$ cat config.mk
export PLATFORM = sky130hd
export DESIGN_NAME = flash_margin_verify_cmd_irq
export DESIGN_NICKNAME = d
export VERILOG_FILES = /design/src/flash_seq_pkg.sv /design/src/flash_margin_verify_cmd_irq.sv
export SDC_FILE = /design/constraint.sdc
export NUM_CORES = 1
export LEC_CHECK = 0
export BUFFER_PORTS_ARGS = -buffer_cell sky130_fd_sc_hd__buf_2
export CAP_MARGIN = 20
export CORE_ASPECT_RATIO = 1.25
export CORE_MARGIN = 1.5
export CORE_UTILIZATION = 40
export CTS_BUF_LIST = sky130_fd_sc_hd__clkbuf_16
export DETAILED_ROUTE_END_ITERATION = 16
export HOLD_SLACK_MARGIN = 0.15
export PLACE_DENSITY_LB_ADDON = 0.3
export SLEW_MARGIN = 10
export SYNTH_ARGS = -nofsm -noshare
export SYNTH_HDL_FRONTEND = slang
export SYNTH_SLANG_ARGS = --single-unit
$ cat constraint.sdc
create_clock -name i_clock -period 4.3 [get_ports i_clock]
set_input_delay 0.43 -clock i_clock [delete_from_list [all_inputs] [get_ports i_clock]]
set_output_delay 0.43 -clock i_clock [all_outputs]
set_load 0.1 [all_outputs]
$ cat src/flash_seq_pkg.sv
// Package for the flash margin/verify command sequencer
// Assumes a plain register port and an external EEPROM read port
package flash_seq_pkg;
  // ----------------------------------------
  // Register offsets
  // ----------------------------------------
  localparam logic [3:0] OFS_STATUS = 4'h0;
  localparam logic [3:0] OFS_CONFIG = 4'h1;
  localparam logic [3:0] OFS_ERR_STATUS = 4'h2;
  localparam logic [3:0] OFS_ERR_CONFIG = 4'h3;
  localparam logic [3:0] OFS_WORD_INDEX = 4'h4;
  localparam logic [3:0] OFS_PARAM = 4'h5;
  localparam logic [3:0] OFS_MODE = 4'h6;
  localparam logic [3:0] OFS_MARGIN = 4'h7;
  // ----------------------------------------
  // Field positions of the status, config and error registers
  // ----------------------------------------
  localparam int STAT_CCF = 7;
  localparam int STAT_ACC = 5;
  localparam int STAT_PROT = 4;
  localparam int STAT_VHI = 1;
  localparam int STAT_VLO = 0;
  localparam int CFG_COMMAND_COMPLETE_IRQ_EN = 7;
  localparam int ERR_DF = 1;
  localparam int ERR_SF = 0;
  // ----------------------------------------
  // Command codes and values
  // ----------------------------------------
  localparam logic [7:0] CMD_USER_MARGIN = 8'h0D;
  localparam logic [7:0] CMD_FIELD_MARGIN = 8'h0E;
  localparam logic [7:0] CMD_ERASE_VERIFY_EE = 8'h10;
  localparam logic [2:0] IDX_ONE = 3'h1;
  localparam logic [2:0] IDX_TWO = 3'h2;
  localparam logic [1:0] EE_BLOCK = 2'h0;
  localparam logic [1:0] PF_BLOCK = 2'h1;
  localparam logic [15:0] MARGIN_NORMAL = 16'h0000;
  localparam logic [15:0] MARGIN_ERASED = 16'h0001;
  localparam logic [15:0] MARGIN_PROGRAMMED = 16'h0002;
  localparam logic [15:0] ERASED_WORD = 16'hFFFF;
  localparam logic [7:0] STATUS_RESET = 8'h80;

  typedef struct packed {
    logic [3:0] addr;
    logic [15:0] wdata;
    logic wr;
    logic rd;
  } reg_req_s;
endpackage : flash_seq_pkg
$ cat src/flash_margin_verify_cmd_irq.sv
// Command sequencer: margin-level commands, EEPROM erase-verify, interrupts
// Assumes synchronous inputs, EEPROM read data one cycle after its address
// Functional notes
// - Margin command errors unless word index one
// - Margin command errors when mode forbids it
// - Margin command errors on invalid block select
// - Margin command errors on undefined margin value
// - Erase-verify checks section, then sets complete
// - Any non-erased word sets both verify bits
// - Three sources: complete, double and single fault
// - Command interrupt needs complete flag and enable
// - Error interrupt ORs both gated fault flags
// - Wait mode changes nothing; complete wakes processor
// - Margin values zero, one, two accepted
//
// The strobed register port and the address map were left to the implementer.
`timescale 1ns/10ps
`default_nettype none
module flash_margin_verify_cmd_irq #(
  parameter int ADDR_W = 16
) (
  input wire logic i_clock,
  input wire logic i_sys_rst,
  input wire logic i_clk_en,
  input wire flash_seq_pkg::reg_req_s i_reg,
  output logic [15:0] o_rdata,
  input wire logic i_double_fault,
  input wire logic i_single_fault,
  input wire logic i_wait_mode,
  output logic [ADDR_W-1:0] o_ee_addr,
  output logic o_ee_rd,
  input wire logic [15:0] i_ee_rdata,
  output logic [1:0] o_user_margin,
  output logic [1:0] o_field_margin,
  output logic o_cmd_irq,
  output logic o_err_irq
);
  // ----------------------------------------
  // State
  // ----------------------------------------
  typedef enum logic [2:0] {
    ST_IDLE = 3'b001,
    ST_READ = 3'b010,
    ST_CHECK = 3'b100
  } seq_state_e;

  seq_state_e state_ff;
  logic ccf_ff;
  logic acc_ff;
  logic prot_ff;
  logic vhi_ff;
  logic vlo_ff;
  logic [7:0] status_word;
  logic [7:0] config_ff;
  logic [1:0] err_stat_ff;
  logic [1:0] err_cfg_ff;
  logic [2:0] word_index_ff;
  logic [15:0] param_ff [0:7];
  logic [1:0] mode_allow_ff;
  logic [1:0] user_margin_ff;
  logic [1:0] field_margin_ff;
  logic [ADDR_W-1:0] ee_addr_ff;
  logic [15:0] remain_ff;
  logic fail_ff;
  logic ee_rd_ff;
  logic [15:0] rdata_ff;

  logic wr_stat;
  logic launch;
  logic [7:0] code;
  logic [1:0] blk;
  logic [15:0] level;
  logic is_user;
  logic is_field;
  logic is_margin;
  logic is_ev;
  logic margin_err;
  logic ev_err;
  logic level_ok;
  logic start_ok;
  logic start_ev;
  logic flag_err;
  logic clr_stat;
  logic word_bad;
  logic last_word;
  logic next_word;

  assign wr_stat = i_clk_en && i_reg.wr && (i_reg.addr == flash_seq_pkg::OFS_STATUS);
  // Launch only when idle with complete flag set, by writing one to it; only erase-verify then clears the flag
  assign launch = wr_stat && i_reg.wdata[flash_seq_pkg::STAT_CCF] && (state_ff == ST_IDLE)
                  && ccf_ff;
  assign code = param_ff[0][15:8];
  assign blk = param_ff[0][1:0];
  assign level = param_ff[1];
  assign is_user = (code == flash_seq_pkg::CMD_USER_MARGIN);
  assign is_field = (code == flash_seq_pkg::CMD_FIELD_MARGIN);
  assign is_margin = is_user || is_field;
  assign is_ev = (code == flash_seq_pkg::CMD_ERASE_VERIFY_EE);
  assign level_ok = (level == flash_seq_pkg::MARGIN_NORMAL) || (level == flash_seq_pkg::MARGIN_ERASED)
                    || (level == flash_seq_pkg::MARGIN_PROGRAMMED);
  assign margin_err = (word_index_ff != flash_seq_pkg::IDX_ONE)
                      || (is_user && !mode_allow_ff[0]) || (is_field && !mode_allow_ff[1])
                      || ((blk != flash_seq_pkg::EE_BLOCK) && (blk != flash_seq_pkg::PF_BLOCK))
                      || !level_ok;
  assign ev_err = (word_index_ff != flash_seq_pkg::IDX_TWO) || (blk != flash_seq_pkg::EE_BLOCK)
                  || (param_ff[2] == 16'h0000);

  // ----------------------------------------
  // Register writes
  // ----------------------------------------
  always_ff @(posedge i_clock) begin
    if (i_sys_rst) begin
      config_ff <= 8'h00;
      err_cfg_ff <= 2'h0;
      word_index_ff <= 3'h0;
      mode_allow_ff <= 2'h3;
    end else if (i_clk_en && i_reg.wr) begin
      unique case (i_reg.addr)
        flash_seq_pkg::OFS_CONFIG: config_ff <= i_reg.wdata[7:0];
        flash_seq_pkg::OFS_ERR_CONFIG: err_cfg_ff <= i_reg.wdata[1:0];
        flash_seq_pkg::OFS_WORD_INDEX: word_index_ff <= i_reg.wdata[2:0];
        flash_seq_pkg::OFS_MODE: mode_allow_ff <= i_reg.wdata[1:0];
        default: begin
        end
      endcase
    end
  end

  // Parameter words indexed by the word index, one word per slot
  genvar g;
  generate
    for (g = 0; g < 8; g++) begin : g_param
      always_ff @(posedge i_clock) begin
        if (i_sys_rst) begin
          param_ff[g] <= 16'h0000;
        end else if (i_clk_en && i_reg.wr && (i_reg.addr == flash_seq_pkg::OFS_PARAM)
                     && (word_index_ff == 3'(g)) && (state_ff == ST_IDLE)) begin
          param_ff[g] <= i_reg.wdata;
        end
      end
    end
  endgenerate

  // ----------------------------------------
  // Sequencer
  // ----------------------------------------
  // Keeps running while the processor waits: wait mode is not looked at
  // A launch with pending errors is ignored, as software must clear them first
  assign start_ok = launch && !acc_ff && !prot_ff;
  assign start_ev = start_ok && is_ev && !ev_err;
  assign flag_err = start_ok && (is_margin ? margin_err : (!is_ev || ev_err));
  assign clr_stat = wr_stat && (state_ff == ST_IDLE);
  assign word_bad = (i_ee_rdata != flash_seq_pkg::ERASED_WORD);
  assign last_word = (state_ff == ST_CHECK) && (remain_ff == 16'h0001);
  assign next_word = (state_ff == ST_CHECK) && (remain_ff != 16'h0001);

  // Unused status bits read as zero
  always_comb begin
    status_word = 8'h00;
    status_word[flash_seq_pkg::STAT_CCF] = ccf_ff;
    status_word[flash_seq_pkg::STAT_ACC] = acc_ff;
    status_word[flash_seq_pkg::STAT_PROT] = prot_ff;
    status_word[flash_seq_pkg::STAT_VHI] = vhi_ff;
    status_word[flash_seq_pkg::STAT_VLO] = vlo_ff;
  end

  // Each word takes a read cycle and a check cycle
  always_ff @(posedge i_clock) begin
    if (i_sys_rst) begin
      state_ff <= ST_IDLE;
    end else if (i_clk_en) begin
      unique case (state_ff)
        ST_IDLE: begin
          if (start_ev) begin
            state_ff <= ST_READ;
          end
        end
        ST_READ: begin
          state_ff <= ST_CHECK;
        end
        ST_CHECK: begin
          if (last_word) begin
            state_ff <= ST_IDLE;
          end else begin
            state_ff <= ST_READ;
          end
        end
        default: begin
          state_ff <= ST_IDLE;
        end
      endcase
    end
  end

  // Complete drops only for the multi-cycle check; margin commands finish at once
  always_ff @(posedge i_clock) begin
    if (i_sys_rst) begin
      ccf_ff <= flash_seq_pkg::STATUS_RESET[flash_seq_pkg::STAT_CCF];
    end else if (i_clk_en) begin
      if (start_ev) begin
        ccf_ff <= 1'b0;
      end else if (last_word) begin
        ccf_ff <= 1'b1;
      end
    end
  end

  // Error bits clear by writing one while idle; a new error wins
  always_ff @(posedge i_clock) begin
    if (i_sys_rst) begin
      acc_ff <= flash_seq_pkg::STATUS_RESET[flash_seq_pkg::STAT_ACC];
      prot_ff <= flash_seq_pkg::STATUS_RESET[flash_seq_pkg::STAT_PROT];
    end else if (i_clk_en) begin
      if (flag_err) begin
        acc_ff <= 1'b1;
      end else if (clr_stat && i_reg.wdata[flash_seq_pkg::STAT_ACC]) begin
        acc_ff <= 1'b0;
      end
      // No protected areas here, so this bit only ever clears
      if (clr_stat && i_reg.wdata[flash_seq_pkg::STAT_PROT]) begin
        prot_ff <= 1'b0;
      end
    end
  end

  // Both verify bits report a failed blank check together
  always_ff @(posedge i_clock) begin
    if (i_sys_rst) begin
      vhi_ff <= flash_seq_pkg::STATUS_RESET[flash_seq_pkg::STAT_VHI];
      vlo_ff <= flash_seq_pkg::STATUS_RESET[flash_seq_pkg::STAT_VLO];
    end else if (i_clk_en) begin
      if (start_ok) begin
        vhi_ff <= 1'b0;
        vlo_ff <= 1'b0;
      end else if (last_word && (fail_ff || word_bad)) begin
        vhi_ff <= 1'b1;
        vlo_ff <= 1'b1;
      end
    end
  end

  // Levels change only on an accepted command, so a refused one leaves them as they were
  always_ff @(posedge i_clock) begin
    if (i_sys_rst) begin
      user_margin_ff <= 2'h0;
      field_margin_ff <= 2'h0;
    end else if (i_clk_en && start_ok && is_margin && !margin_err) begin
      if (is_user) begin
        user_margin_ff <= level[1:0];
      end else begin
        field_margin_ff <= level[1:0];
      end
    end
  end

  always_ff @(posedge i_clock) begin
    if (i_sys_rst) begin
      ee_addr_ff <= '0;
      remain_ff <= 16'h0000;
    end else if (i_clk_en) begin
      if (start_ev) begin
        ee_addr_ff <= param_ff[1][ADDR_W-1:0];
        remain_ff <= param_ff[2];
      end else if (next_word) begin
        ee_addr_ff <= ee_addr_ff + ADDR_W'(1);
        remain_ff <= remain_ff - 16'h0001;
      end
    end
  end

  always_ff @(posedge i_clock) begin
    if (i_sys_rst) begin
      fail_ff <= 1'b0;
      ee_rd_ff <= 1'b0;
    end else if (i_clk_en) begin
      ee_rd_ff <= start_ev || next_word;
      if (start_ev) begin
        fail_ff <= 1'b0;
      end else if ((state_ff == ST_CHECK) && word_bad) begin
        fail_ff <= 1'b1;
      end
    end
  end

  // ----------------------------------------
  // ECC fault flags
  // ----------------------------------------
  // Set wins over a simultaneous write-one clear
  always_ff @(posedge i_clock) begin
    if (i_sys_rst) begin
      err_stat_ff <= 2'h0;
    end else if (i_clk_en) begin
      if (i_double_fault) begin
        err_stat_ff[flash_seq_pkg::ERR_DF] <= 1'b1;
      end else if (i_reg.wr && (i_reg.addr == flash_seq_pkg::OFS_ERR_STATUS)
                   && i_reg.wdata[flash_seq_pkg::ERR_DF]) begin
        err_stat_ff[flash_seq_pkg::ERR_DF] <= 1'b0;
      end
      if (i_single_fault) begin
        err_stat_ff[flash_seq_pkg::ERR_SF] <= 1'b1;
      end else if (i_reg.wr && (i_reg.addr == flash_seq_pkg::OFS_ERR_STATUS)
                   && i_reg.wdata[flash_seq_pkg::ERR_SF]) begin
        err_stat_ff[flash_seq_pkg::ERR_SF] <= 1'b0;
      end
    end
  end

  // ----------------------------------------
  // Read port
  // ----------------------------------------
  always_ff @(posedge i_clock) begin
    if (i_sys_rst) begin
      rdata_ff <= 16'h0000;
    end else if (i_clk_en) begin
      rdata_ff <= 16'h0000;
      if (i_reg.rd) begin
        unique case (i_reg.addr)
          flash_seq_pkg::OFS_STATUS: rdata_ff <= {8'h00, status_word};
          flash_seq_pkg::OFS_CONFIG: rdata_ff <= {8'h00, config_ff};
          flash_seq_pkg::OFS_ERR_STATUS: rdata_ff <= {14'h0000, err_stat_ff};
          flash_seq_pkg::OFS_ERR_CONFIG: rdata_ff <= {14'h0000, err_cfg_ff};
          flash_seq_pkg::OFS_WORD_INDEX: rdata_ff <= {13'h0000, word_index_ff};
          flash_seq_pkg::OFS_PARAM: rdata_ff <= param_ff[word_index_ff];
          flash_seq_pkg::OFS_MODE: rdata_ff <= {14'h0000, mode_allow_ff};
          flash_seq_pkg::OFS_MARGIN: rdata_ff <= {12'h0000, field_margin_ff, user_margin_ff};
          default: rdata_ff <= 16'h0000;
        endcase
      end
    end
  end

  // ----------------------------------------
  // Outputs
  // ----------------------------------------
  assign o_rdata = rdata_ff;
  assign o_ee_addr = ee_addr_ff;
  assign o_ee_rd = ee_rd_ff;
  assign o_user_margin = user_margin_ff;
  assign o_field_margin = field_margin_ff;
  // Levels, no clock: usable as a wake source while the processor waits
  assign o_cmd_irq = ccf_ff && config_ff[flash_seq_pkg::CFG_COMMAND_COMPLETE_IRQ_EN];
  assign o_err_irq = (err_stat_ff[flash_seq_pkg::ERR_DF] && err_cfg_ff[flash_seq_pkg::ERR_DF])
                     || (err_stat_ff[flash_seq_pkg::ERR_SF] && err_cfg_ff[flash_seq_pkg::ERR_SF]);
endmodule : flash_margin_verify_cmd_irq
`default_nettype wire

==> results.yml, run 1 <==
yosys:
  async_flop_share: 0
  synth_xor_area_frac: 0.0104
  synthAdderAreaFrac: 0.00372
  synth.distinct_cells: 81
  synth_cells: 853
  synth_top_family_by_area: "simple AND/OR/NAND/NOR gates"
  syn-mean-instance-area_um2: 11.8
  synth_top_area_frac: 0.380
  synth_sequential_area_ratio: 0.539
  synth.mux.area_fraction: 0.109
  yosysWarnings: 0
  synth-edff-count: 128
  synth-compound-area-share: 0.0805
  synth-simple-area-share: 0.229
  synth-seq-cells: 208
  syn_nets: 900
  synth.cell_area_um2: 10100
  ys.flop_type: "edfxtp_1"
  yosys.area.top_type: "edfxtp_1"
  yosys-top-cells-area: "edfxtp_1 (38%), dfxtp_1 (16%), and2_1 (8.2%)"
pwr:
  seqPwrFrac: 0.520
  power.density_nw_per_um2: 364
  p_leak_nw: 4.17
  pwr-share-clk: 0.437
  vdd_ir_drop_max_uv: 201
  p_total_mw: 4.20
  sw_frac_of_total: 0.214
  internal_power_mw: 3.30
  comb_power_share: 0.043
  p_switching_uw: 901
setup_path:
  worst_r2r_path_depth: 5
  regToRegStartpoint: "param_ff[0][14]"
  cp_data_arrival_time_ps: 3240
  start_kind: "register"
  end_kind: "register"
  crit_slowest_cell: "nor4_1"
  worstPathMaxFanout: 26
  setup.worst_path.end: "remain_ff[1]"
  critical_path.startpoint: "param_ff[0][14]"
  path_cells: "nor4_1, and4b_1, nand3_2, nand2_1, o221a_2"
  cp.required_ps: 4740
  r2r_slack_ps: 1500
  r2r_end: "remain_ff[1]"
  crit_type: "reg2reg"
  slowest_delay_ps: 730
min_path:
  worstHoldPathType: "in2reg"
cts:
  postCtsSetupRepairBufs: 0
  ctsRootBufferMaster: "clkbuf_16"
  htree_levels: 1
  postCtsResizedCells: 0
  cts_hold_buf: 0
  clk_pin_slew_ps: 60
  cts_tree: "yes"
  clock-sinks: 208
  cts_buffers: 22
  insertion_delay_ps: 500
  cts.path.max_buffers: 3
flow_run:
  drv_cap: 0
floorplanning:
  rows: 64
  dieArea_um2: 26200
  start_util: 0.410
  die_h_um: 181
  io-pin-count: 83
  die_w_um: 145
  fp.coreArea_um2: 24700
sta:
  final-max-slew-violation-count: 0
  tns_ps: 0
  setup_viol: 0
  finalHoldViolations: 0
  worstMarginPinSlew_ps: 1040
  fmax_mhz: 357
  finalCritPeriodShare: 0.651
  rsz0062_at_grt: "false"
  fin_crit_ps: 2800
  max_slew_margin: 0.307
  layout_setup_ws_ps: 1500
  clock_skew_ps: 16.0
final_layout:
  final_common_cell: "and2_1"
  final_cell_mix: "and2_1 (132), edfxtp_1 (128), buf_2 (81)"
  nets: 974
  diodes: 0
  final_cells: 1272
  drive_gt1_frac: 0.223
  area_delta_synth_final_pct: 14.4
global_route:
  grt_antenna_before_repair: 0
  use_met2: 0.365
  use_met3: 0.0237
  grtUsageMet1: 0.247
  grt_pass1_wl_um: 41300
  grt.busiest_layer: "met2"
  grt_overflow: 0
  grt_max_degree: 69
  grt_pass1_vias: 7186
  grt.total_usage: 0.202
route:
  firstDrtPassIters: 5
  vias: 7167
  drt-initial-drc-count: 493
  viasPerCell: 5.63
  ant_nets: 0
  routed_wl_um: 26500
  route.detailed.drc: 0
  wire_per_inst_um: 20.9
placement:
  portBuffers: 81
  place.detailed.hpwl_um: 18700
  dp.cells: 1233
  place_worst_setup_slack_ps: 1180
  gp_congestion: 0.839
outcome:
  outcome: "complete, no violations"
-- layer usage --
metal  up-vias  share of wire  routed length [um]
met5         -              0                   0
met4         0          0.032                 845
met3        43          0.041                1090
met2       194           0.52               13700
met1      3560           0.41               10900
li1       3370              -                   -
-- layout make-up --
type | count | area [um2]
multi-input combinational | 581 | 4380
tap | 330 | 413
clock buffer | 23 | 576
fill | 2299 | 13100
clock inverter | 16 | 123
timing repair buffer | 105 | 586
sequential | 208 | 5450
inverter | 9 | 33.8
-- worst min-delay path by stage --
stage | start | endpoint | slack, ps | depth (start not counted)
after floorplan | config_ff[2] | config_ff[2] | 460 | 2
after global placement | o_ee_rd | o_ee_rd | 450 | 2
after detailed placement | o_ee_rd | o_ee_rd | 450 | 2
after CTS | i_single_fault | err_stat_ff[0] | 180 | 3
after global routing | i_double_fault | err_stat_ff[1] | 200 | 3
final | i_single_fault | err_stat_ff[0] | 200 | 3
-- cells in the mapped netlist (6+ instances only) --
library cell    n
nor2_1         76
nand2_1        27
nand3_1        12
nor2b_1         8
mux2i_1        25
xnor2_1         9
buf_2          11
nor4b_1         7
nand4_1        11
mux2_2         12
mux4_2         32
nor4_1         16
a22oi_1        12
a21oi_1        13
a31oi_1         6
edfxtp_1      128
nor3_1         45
clkbuf_1       34
inv_1           8
o21ai_0        17
and2_1        132
dfxtp_1        80
a211oi_1       15
-- state kept, by name (all words and copies together), names as in the netlist, 3 cells and up, named ones only --
signal         cells
config_ff          8
o_ee_addr         16
o_rdata           16
param_ff         128
remain_ff         16
state_ff           3
word_index_ff      3
-- power by group through the flow --
stage	clock [mW]	sequential, mW	combinational (mW)
after floorplan	0	2.22	0.0991
after detailed placement	0	2.23	0.184
after CTS	1.88	2.19	0.184
after global placement	0	2.23	0.182
final	1.84	2.19	0.182
after global routing	1.95	2.19	0.198
-- stage by stage --
step           hold slack [ps]  instance area (um2)  utilization
3_5_place_dp               453                10900        0.440
2_1_floorplan              456                10100            -
6_report                   199                11600        0.469
4_1_cts                    179                11600        0.469
3_3_place_gp               451                10900        0.440
5_1_grt                    205                11600        0.469
-- logic make-up (layout without fill, tap and decap cells) --
| group | count (synthesis) | after routing |
|---|---|---|
| XOR/XNOR | 12 | 12 |
| flip-flops | 208 | 208 |
| adder cells (fa/ha/maj) | 3 | 3 |
| buffers and inverters | 64 | 153 |
| AND/OR/NAND/NOR | 388 | 388 |
| multiplexers | 69 | 69 |
| AO/OA/AOI/OAI | 109 | 109 |
-- worst max-delay path: cells and delay by family (launching register included) --
kind | cells | cell delay [ps]
and+or+nand+nor | 4 | 2070
DFF | 1 | 410
AOI/OAI and AO/OA | 1 | 240
Note: power is estimated with default switching activity, not from simulation.
==> inputs of run 2 (changes only) <==
ABC_AREA = 1   (was not set)
clock period = 2.7 ns   (was 4.3 ns; I/O delays follow)
==> run 2 against run 1 <==
Net effect: clock power rose by 59%; worst setup slack worse by 1200 ps; count of clock-buffer cells in the layout increased by 1; sequential share of layout area down 0.18 points; clock skew decreased by 2.4 ps; critical endpoint is now remain_ff[13].
==> results.yml, run 2 <==
setup_path:
  worstPathMaxFanout: 24
  cp.required_ps: 3160
  crit_slowest_cell: "dlygate4sd3_1"
  r2r_end: "remain_ff[13]"
  r2r_slack_ps: 350
  regToRegStartpoint: "word_index_ff[1]"
  path_cells: "dlygate4sd3_1, buf_2, nand2_2, inv_2, nand3_2, nor3_4, nand3_2, nand2_4, inv_2, nand2_1, nand3_1, nor2_1"
  cp_data_arrival_time_ps: 2890
  worst_r2r_path_depth: 10
  end_kind: "register"
  slowest_delay_ps: 520
  crit_type: "in2reg"
  start_kind: "input port"
yosys:
  synth_sequential_area_ratio: 0.542
  syn-mean-instance-area_um2: 8.39
  synth_commonest_cells: "nor2_1 (304), nand2_1 (166), edfxtp_1 (128)"
  synth_top_area_frac: 0.383
  async_flop_share: 0
  synth.most_common_cell: "nor2_1"
  synth.distinct_cells: 38
  yosys.area.top_type: "edfxtp_1"
  synth-edff-count: 128
  synth.cell_area_um2: 10000
  syn_nets: 1244
  yosys-top-cells-area: "edfxtp_1 (38%), dfxtp_1 (16%), nor2_1 (11%)"
  synth-seq-cells: 208
  ys.flop_type: "edfxtp_1"
  synth_cells: 1197
  yosysWarnings: 0
floorplanning:
  die_h_um: 180
  io-pin-count: 83
  fp.coreArea_um2: 24600
  die_w_um: 145
  rows: 64
  start_util: 0.408
  dieArea_um2: 26100
cts:
  cts.path.max_buffers: 3
  clock-sinks: 208
  ctsRootBufferMaster: "clkbuf_16"
  cts_tree: "yes"
  htree_levels: 1
  cts_buffers: 22
  clk_pin_slew_ps: 60
  postCtsSetupRepairBufs: 0
  insertion_delay_ps: 520
global_route:
  grt_pass1_vias: 8260
  grtUsageMet1: 0.274
  grt.busiest_layer: "met2"
  grt_antenna_before_repair: 0
  use_met2: 0.379
  grt_max_degree: 49
  use_met3: 0.0239
  grt_overflow: 0
  grt.total_usage: 0.216
  grt_pass1_wl_um: 44100
sta:
  finalHoldViolations: 0
  max_slew_margin: 0.361
  rsz0062_at_grt: "false"
  setup_viol: 0
  worstMarginPinSlew_ps: 956
  fin_crit_ps: 2430
  clock_skew_ps: 13.5
  fmax_mhz: 412
  finalCritPeriodShare: 0.899
  final-max-slew-violation-count: 0
  tns_ps: 0
min_path:
  worstHoldEndpoint: "config_ff[7]"
  worstHoldStart: "i_reg[9]"
  worstHoldPathType: "in2reg"
  min_path_cells: 3
route:
  route.detailed.drc: 0
  routed_wl_um: 27400
  drt-initial-drc-count: 645
  wire_per_inst_um: 16.9
  viasPerCell: 5.20
  firstDrtPassIters: 5
  ant_nets: 0
  vias: 8458
placement:
  place.detailed.hpwl_um: 19200
  portBuffers: 81
  gp_congestion: 0.839
  dp.cells: 1575
final_layout:
  largest_register_ffs: 128
  area_delta_synth_final_pct: 15.5
  final_cell_mix: "nor2_1 (304), nand2_1 (166), edfxtp_1 (128)"
  top_register: "param_ff"
  final_cells: 1627
  nets: 1328
  num-fill-cells: 2419
  diodes: 0
  final_common_cell: "nor2_1"
  drive_gt1_frac: 0.135
pwr:
  vdd_ir_drop_max_uv: 419
  power.density_nw_per_um2: 582
  p_leak_nw: 4.66
flow_run:
  drv_cap: 0
outcome:
  outcome: "complete, no violations"
==> run 2: area by class of cell <==
cell class              instances  area [um2]  share of cell area
repair buffers                112         668              0.0576
clock buffers                  24         601              0.0518
multi-input cells             839        4010               0.345
inverters                      98         368              0.0317
well taps                     330         413              0.0356
flip-flops and latches        208        5450               0.469
clock inverters                16         101             0.00874
==> run 2: repair_timing <==
item                                   CTS  global route
gates resized for setup                  0             0
hold buffers                            12             0
endpoints found under the hold margin   13             0
==> run 2: critical path: cells and delay by family <==
kind | cells | cell delay [ps]
buffers and inverters | 4 | 1070
and+or+nand+nor | 8 | 1520
==> run 2: per-stage QoR <==
stage                     cell area, um2  power [mW]  setup slack, ps  utilization  hold WS (ps)
after floorplan                    10000        3.74              305            -           410
after global placement             10800        3.88              342        0.439           436
after detailed placement           10800        3.89              276        0.439           453
after CTS                          11600        6.79              290        0.472           151
after global routing               11600        6.97             90.6        0.472           191
final                              11600        6.76              272        0.472           174
==> run 2: logic make-up after synthesis <==
logic type,after synthesis,share of synthesized area
and+or+nand+nor,608,0.262
AOI/OAI and AO/OA,211,0.118
DFF,208,0.542
buffers and inverters,150,0.0589
xor gates and xnor gates,17,0.0148
adders and majority gates,3,0.00374
==> run 2: worst max path at each step <==
stage	from	to	slack, ps	cells past startpoint
3_3_place_gp	i_clk_en	o_ee_addr[14]	340	11
2_1_floorplan	o_ee_addr[1]	o_ee_addr[14]	300	10
6_report	i_clk_en	remain_ff[13]	270	12
5_1_grt	i_clk_en	o_ee_addr[10]	90	12
4_1_cts	i_clk_en	o_ee_addr[14]	290	12
3_5_place_dp	i_clk_en	o_ee_addr[14]	280	11
==> run 2: layer usage <==
metal,share of wire,vias up
met5,0,-
met4,0.027,0
met3,0.054,42
met2,0.51,241
met1,0.41,4000
li1,-,4175
==> run 2: report_power, final <==
| part | switching [mW] | leakage (nW) | internal, mW |
|---|---|---|---|
| Clock | 1.31 | 0.340 | 1.62 |
| Combinational | 0.258 | 2.35 | 0.0967 |
| Sequential | 0.0408 | 1.97 | 3.44 |
==> inputs of run 3 (changes only) <==
RECOVER_POWER = 100   (was not set)
clock period = 3.1 ns   (was 2.7 ns; I/O delays follow)
==> run 3 against run 2 <==
Net effect: routed wire length rose by 1.7%; sequential power fell by 13%; via count rose by 0.65%; cell count fell by 0.68%; hold slack got worse by 17 ps; first-iteration DRC count fell by 5.0%; clock power fell by 22%; sequential share of layout area rose by 1.2 points; flip-flop and latch count did not move; worst setup slack improved by 390 ps; cell area fell by 2.4%; critical path type is now reg2reg; critical endpoint is now o_ee_addr[10].
==> results.yml, run 3 (same netlist as run 2, synthesis figures left out) <==
final_layout:
  final_common_cell: "nor2_1"
  area_delta_synth_final_pct: 12.7
  final_cell_mix: "nor2_1 (306), nand2_1 (166), edfxtp_1 (128)"
  num-fill-cells: 2411
  largest_register_ffs: 128
  drive_gt1_frac: 0.0809
  diodes: 0
  final_area_um2: 11300
  top_register: "param_ff"
  nets: 1320
pwr:
  p_total_mw: 5.62
  power.density_nw_per_um2: 496
  vdd_ir_drop_max_uv: 307
  p_leak_nw: 4.40
sta:
  layout_setup_ws_ps: 664
  fmax_mhz: 411
  rsz0062_at_grt: "false"
  worstMarginPinSlew_ps: 1220
  holdWs_ps: 157
  finalHoldViolations: 0
  fin_crit_ps: 2440
  max_slew_margin: 0.187
  final-max-slew-violation-count: 0
  finalCritPeriodShare: 0.786
  clock_skew_ps: 9.27
  tns_ps: 0
  setup_viol: 0
global_route:
  grt_pass1_wl_um: 44000
  grt_overflow: 0
  grt_max_degree: 49
  grt_pass1_vias: 8253
  grt.total_usage: 0.216
  grt_antenna_before_repair: 0
placement:
  place_worst_setup_slack_ps: 776
  gp_congestion: 0.845
  portBuffers: 81
  placedInstanceArea_um2: 10700
  place.detailed.hpwl_um: 19200
setup_path:
  start_kind: "register"
  end_kind: "register"
  crit_type: "reg2reg"
  worstPathMaxFanout: 37
  cp.required_ps: 3540
  cp_data_arrival_time_ps: 2880
floorplanning:
  start_util: 0.408
  die_h_um: 180
  io-pin-count: 83
  dieArea_um2: 26100
  die_w_um: 145
  fp.coreArea_um2: 24600
  rows: 64
cts:
  insertion_delay_ps: 510
  cts_tree: "yes"
  clock-sinks: 208
  cts_buffers: 21
  postCtsResizedCells: 0
  ctsRootBufferMaster: "clkbuf_16"
  cts.path.max_buffers: 3
  postCtsSetupRepairBufs: 0
  htree_levels: 1
  clk_pin_slew_ps: 60
route:
  wire_per_inst_um: 17.3
  drt-initial-drc-count: 613
  ant_nets: 0
  vias: 8513
  route.detailed.drc: 0
  firstDrtPassIters: 5
  viasPerCell: 5.27
  routed_wl_um: 27900
flow_run:
  drv_cap: 0
outcome:
  outcome: "complete, no violations"
min_path:
  worstHoldPathType: "in2reg"
## run 3: through the flow
step | instances | util
2_1_floorplan | 1197 | -
3_3_place_gp | 1570 | 0.437
3_5_place_dp | 1570 | 0.437
4_1_cts | 1616 | 0.465
5_1_grt | 1616 | 0.460
6_report | 1616 | 0.460
## run 3: worst paths after layout
kind / slack [ps] / startpoint / cells past startpoint / endpoint
setup / recovery: 660 / state_ff[1] / 10 / o_ee_addr[10]
hold / removal: 160 / i_clk_en / 3 / state_ff[2]
setup reg to reg: 660 / state_ff[1] / 10 / o_ee_addr[10]
hold reg to reg: 450 / config_ff[3] / 2 / config_ff[3]
## run 3: worst max-delay path: stages (launching register included)
cell     delay, ps
dfxtp_1        310
inv_1          100
nand3_1        220
nor3_1         620
nand3_2        110
buf_4          280
nand2_4        300
inv_2          160
nand2_1         90
nand3_1         60
nor2_1         100
## run 3: cell type report
type | count | area (um2) | share of cell area
Clock buffer | 21 | 526 | 0.0464
Clock inverter | 15 | 66.3 | 0.00586
Inverter | 98 | 368 | 0.0325
Multi-Input combinational cell | 839 | 3960 | 0.350
Sequential cell | 208 | 5450 | 0.481
Tap cell | 330 | 413 | 0.0365
Timing Repair Buffer | 105 | 542 | 0.0479
## run 3: timing repair
action | CTS | global route
setup endpoints to repair | 0 | 0
hold buffers | 10 | 0
hold endpoints to repair | 8 | 0
## run 3: power by group
group	switching (mW)	internal (mW)	leakage [nW]
Sequential	0.0344	2.99	1.97
Clock	1.06	1.22	0.313
Combinational	0.223	0.0779	2.12
Total	1.32	4.30	4.40
## run 3: routing by layer
layer	GRT usage	vias to the layer above	wire, um
met4	0.0958	0	1110
met5	0	-	0
li1	-	4168	-
met3	0.0218	65	1480
met2	0.367	272	13800
met1	0.277	4008	11500
